File: src/core/sdc_pkg.sv
// Purpose: shared constants for the three-channel step/direction compare block
// Assumes: registers are addressed by their index on a plain register port
// Notes: the wide pulse-width register is carried on a 48-bit data path
//
// Operation
// each channel keeps a 32-bit count of steps still to issue, lowered by one per step; in continuous mode the code leaves it unchanged.
// a channel whose remaining count is zero issues no more step pulses on either step output; in continuous mode the code keeps stepping at zero.
// software may rewrite the remaining count at any time and stepping continues from the new value.
// reading a step target register returns the steps still to go, not the value written.
// each channel holds a signed 32-bit compare value checked for equality against its step counter.
// on equality with the reload enable set, the queued rate replaces the active rate.
// each channel has a 32-bit writable queued rate that is copied into its rate on a compare event.
// channel 0 pulse width is bits 15:0 of the width register, in 25 MHz cycles.
// channel 1 pulse width is bits 31:16 of the width register, in 25 MHz cycles.
// channel 2 pulse width is bits 47:32 of the width register, in 25 MHz cycles.
// software must keep each pulse width shorter than the spacing between steps.
// channels 1 and 2 take their reload enable from configuration bits 14 and 22.
// each step counter moves up or down by one per step according to direction.
// the sign of the active rate sets the level of the direction output.
// compare is checked whenever the counter changes and a reloaded rate rules the next interval.

package sdc_pkg;
  localparam int NCH = 3;
  localparam int DW = 48;
  localparam int WORD = 32;
  localparam int PW = 16;
  // -----------------------------------------------------------
  // register indices, channel 0 of each per-channel group with channels following; width and configuration are single registers
  // -----------------------------------------------------------
  localparam logic [5:0] IDX_RATE0 = 6'h12;
  localparam logic [5:0] IDX_POS0 = 6'h15;
  localparam logic [5:0] IDX_TGT0 = 6'h18;
  localparam logic [5:0] IDX_CMP0 = 6'h1B;
  localparam logic [5:0] IDX_NEXT0 = 6'h1E;
  localparam logic [5:0] IDX_WIDTH = 6'h21;
  localparam logic [5:0] IDX_CFG = 6'h23;
  // -----------------------------------------------------------
  // configuration field layout, one byte per channel
  // -----------------------------------------------------------
  localparam int CFG_W = 24;
  localparam int CFG_STRIDE = 8;
  localparam int CFG_EN = 0;
  localparam int CFG_CONT = 1;
  localparam int CFG_SPOL = 2;
  localparam int CFG_DPOL = 3;
  localparam int CFG_CLR = 4;
  localparam int CFG_RELOAD = 6;
  localparam logic [CFG_W-1:0] CFG_RST = 24'h000000;
  localparam logic [WORD-1:0] WORD_RST = 32'h00000000;
  localparam logic [WORD-1:0] WORD_ONE = 32'h00000001;
  localparam logic [PW-1:0] PW_ZERO = 16'h0000;
  localparam logic [PW-1:0] PW_ONE = 16'h0001;
  localparam logic [DW-1:0] WIDTH_RST = 48'h000000000000;
endpackage

File: src/core/sdc_channel.sv
// Purpose: one step/direction channel with remaining count, compare and rate reload
// Assumes: configuration inputs are stable flops from the top
// Notes: a software write beats a hardware update in the same cycle
`timescale 1ns/100ps
`default_nettype none

module sdc_channel (
  // clock and reset
  input wire logic clk_sys,
  input wire logic srst,
  // configuration
  input wire logic ch_enable,
  input wire logic cont_mode,
  input wire logic step_pol,
  input wire logic dir_pol,
  input wire logic clear_count,
  input wire logic reload_en,
  input wire logic [15:0] pulse_width,
  input wire logic [31:0] compare_val,
  input wire logic [31:0] queued_rate,
  // software writes
  input wire logic rate_wr,
  input wire logic target_wr,
  input wire logic [31:0] wdata,
  // driver pins
  output logic step_out,
  output logic step_out_inv,
  output logic dir_out,
  output logic dir_out_inv,
  // state for readback
  output logic [31:0] position,
  output logic [31:0] remaining
);
  logic [31:0] rate_reg, rate_next, acc_reg, acc_next;
  logic [31:0] pos_next, rem_next;
  logic [15:0] pulse_cnt_reg, pulse_cnt_next;

  wire [31:0] rate_mag = rate_reg[31] ? (~rate_reg + sdc_pkg::WORD_ONE) : rate_reg;
  wire [32:0] acc_sum = {1'b0, acc_reg} + {1'b0, rate_mag};
  // stop at zero
  wire may_step = ch_enable & (cont_mode | (remaining != sdc_pkg::WORD_RST));
  wire step_evt = may_step & acc_sum[32];
  assign acc_next = may_step ? acc_sum[31:0] : acc_reg;

  // up or down
  assign pos_next = clear_count ? sdc_pkg::WORD_RST :
                    !step_evt ? position :
                    rate_reg[31] ? position - sdc_pkg::WORD_ONE : position + sdc_pkg::WORD_ONE;
  // compare on change
  wire cmp_evt = step_evt & ~clear_count & (pos_next == compare_val);
  // queued reload
  assign rate_next = rate_wr ? wdata : (cmp_evt & reload_en) ? queued_rate : rate_reg;
  // count down, rewrite
  assign rem_next = target_wr ? wdata :
                    (step_evt & ~cont_mode) ? remaining - sdc_pkg::WORD_ONE : remaining;
  assign pulse_cnt_next = step_evt ? pulse_width :
                          (pulse_cnt_reg != sdc_pkg::PW_ZERO) ? pulse_cnt_reg - sdc_pkg::PW_ONE : pulse_cnt_reg;
  wire pulse_on = pulse_cnt_next != sdc_pkg::PW_ZERO;

  always_ff @(posedge clk_sys) begin
    if (srst) begin
      rate_reg <= sdc_pkg::WORD_RST;
      acc_reg <= sdc_pkg::WORD_RST;
      position <= sdc_pkg::WORD_RST;
      remaining <= sdc_pkg::WORD_RST;
      pulse_cnt_reg <= sdc_pkg::PW_ZERO;
      step_out <= 1'b0;
      step_out_inv <= 1'b1;
      dir_out <= 1'b0;
      dir_out_inv <= 1'b1;
    end else begin
      rate_reg <= rate_next;
      acc_reg <= acc_next;
      position <= pos_next;
      remaining <= rem_next;
      pulse_cnt_reg <= pulse_cnt_next;
      // pulse width
      step_out <= pulse_on ^ step_pol;
      step_out_inv <= ~(pulse_on ^ step_pol);
      // sign gives direction
      dir_out <= rate_next[31] ^ dir_pol;
      dir_out_inv <= ~(rate_next[31] ^ dir_pol);
    end
  end
endmodule

`default_nettype wire

File: src/core/sdc_top.sv
// Purpose: three-channel step/direction generator with target, compare and rate reload
// Assumes: register port is synchronous to clk_sys; index addressing
// Notes: reads answer one cycle after reg_rd; write-only registers read as zero
`timescale 1ns/100ps
`default_nettype none

module sdc_top (
  // clock and reset
  input wire logic clk_sys,
  input wire logic srst,
  // register port
  input wire logic [5:0] reg_index,
  input wire logic [47:0] reg_wdata,
  input wire logic reg_wr,
  input wire logic reg_rd,
  output logic [47:0] reg_rdata,
  // driver pins, one bit per channel
  output logic [2:0] step_out,
  output logic [2:0] step_out_inv,
  output logic [2:0] dir_out,
  output logic [2:0] dir_out_inv
);
  // -----------------------------------------------------------
  // decode
  // -----------------------------------------------------------
  function automatic logic idx_hit(input logic [5:0] idx, input logic [5:0] base, input logic [1:0] ch);
    idx_hit = (idx == base + {4'h0, ch});
  endfunction

  logic [sdc_pkg::CFG_W-1:0] cfg_reg;
  logic [sdc_pkg::DW-1:0] width_reg;
  logic [31:0] cmp_reg [sdc_pkg::NCH];
  logic [31:0] next_reg [sdc_pkg::NCH];
  logic [31:0] pos_w [sdc_pkg::NCH];
  logic [31:0] rem_w [sdc_pkg::NCH];
  logic [47:0] rdata_next;

  wire cfg_wr = reg_wr & (reg_index == sdc_pkg::IDX_CFG);
  wire width_wr = reg_wr & (reg_index == sdc_pkg::IDX_WIDTH);

  always_ff @(posedge clk_sys) begin
    if (srst) begin
      cfg_reg <= sdc_pkg::CFG_RST;
      width_reg <= sdc_pkg::WIDTH_RST;
    end else begin
      if (cfg_wr) begin
        cfg_reg <= reg_wdata[sdc_pkg::CFG_W-1:0];
      end
      if (width_wr) begin
        width_reg <= reg_wdata;
      end
    end
  end

  // -----------------------------------------------------------
  // channels
  // -----------------------------------------------------------
  genvar i;
  generate
    for (i = 0; i < sdc_pkg::NCH; i = i + 1) begin : g_ch
      localparam logic [1:0] CH = 2'(i);
      localparam int CB = i * sdc_pkg::CFG_STRIDE;
      wire cmp_wr = reg_wr & idx_hit(reg_index, sdc_pkg::IDX_CMP0, CH);
      wire next_wr = reg_wr & idx_hit(reg_index, sdc_pkg::IDX_NEXT0, CH);

      // compare and queued rate
      always_ff @(posedge clk_sys) begin
        if (srst) begin
          cmp_reg[i] <= sdc_pkg::WORD_RST;
          next_reg[i] <= sdc_pkg::WORD_RST;
        end else begin
          if (cmp_wr) begin
            cmp_reg[i] <= reg_wdata[31:0];
          end
          if (next_wr) begin
            next_reg[i] <= reg_wdata[31:0];
          end
        end
      end

      // per-channel fields
      sdc_channel u_ch (
        .clk_sys(clk_sys),
        .srst(srst),
        .ch_enable(cfg_reg[CB + sdc_pkg::CFG_EN]),
        .cont_mode(cfg_reg[CB + sdc_pkg::CFG_CONT]),
        .step_pol(cfg_reg[CB + sdc_pkg::CFG_SPOL]),
        .dir_pol(cfg_reg[CB + sdc_pkg::CFG_DPOL]),
        .clear_count(cfg_reg[CB + sdc_pkg::CFG_CLR]),
        .reload_en(cfg_reg[CB + sdc_pkg::CFG_RELOAD]),
        .pulse_width(width_reg[i * sdc_pkg::PW +: sdc_pkg::PW]),
        .compare_val(cmp_reg[i]),
        .queued_rate(next_reg[i]),
        .rate_wr(reg_wr & idx_hit(reg_index, sdc_pkg::IDX_RATE0, CH)),
        .target_wr(reg_wr & idx_hit(reg_index, sdc_pkg::IDX_TGT0, CH)),
        .wdata(reg_wdata[31:0]),
        .step_out(step_out[i]),
        .step_out_inv(step_out_inv[i]),
        .dir_out(dir_out[i]),
        .dir_out_inv(dir_out_inv[i]),
        .position(pos_w[i]),
        .remaining(rem_w[i])
      );
    end
  endgenerate

  // -----------------------------------------------------------
  // readback
  // -----------------------------------------------------------
  // target reads give steps still to go
  wire [1:0] rd_tgt_ch = 2'(reg_index - sdc_pkg::IDX_TGT0);
  wire [1:0] rd_pos_ch = 2'(reg_index - sdc_pkg::IDX_POS0);
  wire rd_tgt = (reg_index >= sdc_pkg::IDX_TGT0) && (reg_index < sdc_pkg::IDX_CMP0);
  wire rd_pos = (reg_index >= sdc_pkg::IDX_POS0) && (reg_index < sdc_pkg::IDX_TGT0);
  assign rdata_next = rd_tgt ? {16'h0000, rem_w[rd_tgt_ch]} :
                      rd_pos ? {16'h0000, pos_w[rd_pos_ch]} : 48'h000000000000;

  always_ff @(posedge clk_sys) begin
    if (srst) begin
      reg_rdata <= sdc_pkg::WIDTH_RST;
    end else if (reg_rd) begin
      reg_rdata <= rdata_next;
    end
  end
endmodule

`default_nettype wire

File: config.mk
export PLATFORM = sky130hd
export DESIGN_NAME = sdc_top
export DESIGN_NICKNAME = d
export VERILOG_FILES = /design/src/core/sdc_pkg.sv /design/src/core/sdc_channel.sv /design/src/core/sdc_top.sv
export SDC_FILE = /design/constraint.sdc
export NUM_CORES = 2
export LEC_CHECK = 0
export BUFFER_PORTS_ARGS = -buffer_cell sky130_fd_sc_hd__buf_2
export CORE_MARGIN = 5
export CORE_UTILIZATION = 30
export CTS_BUF_LIST = sky130_fd_sc_hd__clkbuf_8
export CTS_CLUSTER_SIZE = 40
export DETAILED_ROUTE_END_ITERATION = 16
export REMOVE_ABC_BUFFERS = 1
export SLEW_MARGIN = 30
export SYNTH_ARGS = -nofsm -noshare
export SYNTH_HDL_FRONTEND = slang
export SYNTH_HIERARCHICAL = 1
export SYNTH_SLANG_ARGS = --single-unit
File: constraint.sdc
create_clock -name clk_sys -period 10.9 [get_ports clk_sys]
set_input_delay 0.545 -clock clk_sys [delete_from_list [all_inputs] [get_ports clk_sys]]
set_output_delay 0.545 -clock clk_sys [all_outputs]
set_load 0.01 [all_outputs]
==> summary.md <==
| Metric | Value |
|---|---|
| Reg2reg path depth | `23` |
| Die footprint | `167,000 um^2` |
| I/O pins | `118` |
| Layout Utilization | `0.335` |
| RSZ-0062 raised after global routing | `no` |
| Post-synth cell types | `125` |
| 1st-pass router iterations | `7` |
| Initial antenna violation count | `21` |
| Async set-reset flop share out of synthesis | `0` |
| Port Buf Inserts | `101` |
| Pleak | `20.2 nW` |
| WP data arrival | `8.62 ns` |
| Post-Syn Instances | `between 5,000 and 6,000` |
| Setup TNS | `0 ns` |
| Slowest stage delay, CP | `slightly above 0.6 ns` |
| CP max stage cell | `or4_1` |
| CTS buffer count | `136` |
| Final setup fails | `0` |
| Fmax | `126 MHz` |
| Final wirelength | `170,000 um` |
| Clk_lat worst skew | `0.86 ns` |
| Drt wl/cell | `21.7 um` |
| Pwr/cell area | `around 130 nW/um^2` |
| Die width | `around 410 um` |
| Flops & latches, synth | `734` |
| Hold crit path type | `input pin to flip-flop` |
| GRT Total Usage | `0.195` |
| GRT overflow | `0` |
| Final number of hold-violating endpoints | `0` |
| Mean Syn Cell Area | `8.43 um^2` |
| H-Tree Depth | `4` |
| Initial DRC Count | `4,249` |
| Die Ht | `409 um` |
| Worst Setup End Kind | `flip-flop` |
| Tmin final | `~8 ns` |
| Starting Density | `0.302` |
| CP delay by family, top | `simple AND/OR/NAND/NOR gates` |
| DRC Markers | `0` |
| Clk_skew | `0.0484 ns` |
| Max Slew Vio Count | `0` |
| Share of cells above drive strength 1 | `0.0820` |
| Total power | `6.72 mW` |
| Startpoint types | `flip-flop` |
| Rows | `146` |
| Antenna Violating Nets Remaining | `0` |
| Fin crit share | `0.726` |
| Clock transition at path regs | `0.06 ns` |
| Worst Path Buf+Inv | `1` |
| Post-synth EDFFs | `192` |
| Syn-to-layout area delta | `11.0%` |
| WS Path Type | `flip-flop to flip-flop` |
| CP required | `between 10 and 15 ns` |
| Core Region | `~160,000 um^2` |
| CTS tree | `built` |
| Max-Cap Viols | `0` |
| Post-synthesis sequential area ratio | `0.348` |
| Sink Count | `734` |
| Vias in the first global route | `approximately 41,000` |
| Longest Clk Path Bufs | `3` |
| Syn. warnings | `6` |
| First-pass GRT wire length | `around 260,000 um` |
| WP depth | `23` |
| Primary FF master, synth | `dfxtp_1` |
| Final nets | `around 6,000` |
| Worst path cell trace | `or4_1 -> nor4_1 -> or3b_2 -> or2_2 -> or3_1 -> nand2b_1 -> o21ai_0 -> xnor2_1 -> ha_1 -> nand4_1 -> nor4_1 -> and3b_1 -> a32o_1 -> o21ai_4 -> buf_4 -> a211oi_1 -> nand4_1 -> nor4_1 -> nand4_1 -> a2111oi_4 -> nand3_4 -> and3_1 -> or3_1` |
| Cell Area, Synth | `47,800 um^2` |
| Largest net degree at the start of global routing | `91` |
| Gpl congestion | `0.971` |
| Via Count | `between 40,000 and 50,000` |
| Worst slew margin | `0.285` |
| Vias per cell | `roughly 5.6` |
| Final HPWL DP | `118,000 um` |
| Peak VDD IR | `103 uV` |
| Critical Path Fanout Max | `50` |
| CTS root buffer | `clkbuf_8` |
| Worst-margin pin slew | `1.04 ns` |
| Hold depth | `2` |
| Outcome | `finished clean` |
path summary, 6_finish.rpt:
| kind | startpoint | end | slack, ns |
|---|---|---|---|
| max | g_ch[0].u_ch/rate_reg[6]$_SDFFE_PP0P_ | g_ch[0].u_ch/dir_out$_SDFF_PP0_ | 2.99 |
| min | srst | g_ch[2].u_ch/acc_reg[17]$_SDFFE_PP0P_ | 0.1 |
| max reg2reg | g_ch[0].u_ch/rate_reg[6]$_SDFFE_PP0P_ | g_ch[0].u_ch/dir_out$_SDFF_PP0_ | 2.99 |
| min reg2reg | g_ch[1].u_ch/acc_reg[17]$_SDFFE_PP0P_ | g_ch[1].u_ch/acc_reg[17]$_SDFFE_PP0P_ | 0.46 |
Yosys cell counts (all sizes together) (86+ instances only):
cell / count / area, um^2
ha: 203 / 2540
and2: 250 / 1560
nor2: 601 / 2280
clkbuf: 234 / 882
dfxtp: 542 / 10900
inv: 130 / 488
nor3: 134 / 703
xnor2: 262 / 2290
a211oi: 172 / 1300
mux2i: 202 / 2030
or3: 86 / 553
nand2: 444 / 1670
buf: 97 / 651
nand3: 148 / 753
a21oi: 538 / 2700
xor2: 90 / 788
edfxtp: 192 / 5770
o21ai: 271 / 1380
where the power goes:
group / leakage [nW] / internal, mW / total (mW) / switching (mW)
combinational: 12.5 / 0.365 / 0.995 / 0.629
clock: 1.57 / 1.44 / 2.71 / 1.27
sequential: 6.20 / 2.92 / 3.02 / 0.107
cells by family (layout without fill, tap and decap cells):
kind of cell / Yosys count / count (layout) / synth area share
other: 1 / 25 / 0.0000785
DFF: 734 / 734 / 0.348
and+or+nand+nor: 2094 / 2094 / 0.221
muxes: 212 / 212 / 0.0448
xor gates and xnor gates: 353 / 353 / 0.0650
AOI/OAI and AO/OA: 1600 / 1600 / 0.223
adders and majority gates: 209 / 209 / 0.0557
buffers and inverters: 462 / 551 / 0.0424
metrics by stage:
stage               hold WS, ns  instance area, um^2  cells  setup slack, ns
CTS                      0.0275                52900   7839             3.04
detailed placement        0.449                50100   7575             3.06
finish                   0.0963                53000   7850             2.99
global route             0.0818                53000   7842             2.44
floorplan                 0.430                46300   5349             2.26
global placement          0.443                49900   7570             2.98
cell type report:
type	instances	area (um^2)
clock buffer	160	2200
inverter	131	497
multi-input combinational	4484	29400
timing repair buffer	172	1180
clock inverter	88	526
sequential	734	16600
fill	16400	105000
tap	2072	2590
antenna	9	22.5
cell usage in the layout (no fill, tap or decap), types with 160 or more instances in the layout:
cell,synthesis,routed
a211oi_1,170,170
a21oi_1,536,535
and2_1,250,249
clkbuf_8,0,160
dfxtp_1,542,539
edfxtp_1,192,192
ha_1,203,202
inv_1,130,175
mux2i_1,201,201
nand2_1,443,443
nor2_1,598,593
o21ai_0,234,234
xnor2_1,262,262
repair_timing:
| action | CTS | global route |
|---|---|---|
| hold buffers | 16 | 0 |
| setup buffers | 0 | 0 |
| endpoints found under the hold margin | 16 | 0 |
| resized for setup | 0 | 0 |
routing by layer:
metal / global-route usage / vias to the layer above / routed length (um)
li1: - / 20800 / -
met1: 0.257 / 20900 / 73000
met2: 0.305 / 1730 / 74300
met3: 0.0410 / 380 / 14000
met4: 0.0932 / 2 / 8670
met5: 0 / - / 15
No activity file was read; power rests on OpenSTA's default activity.
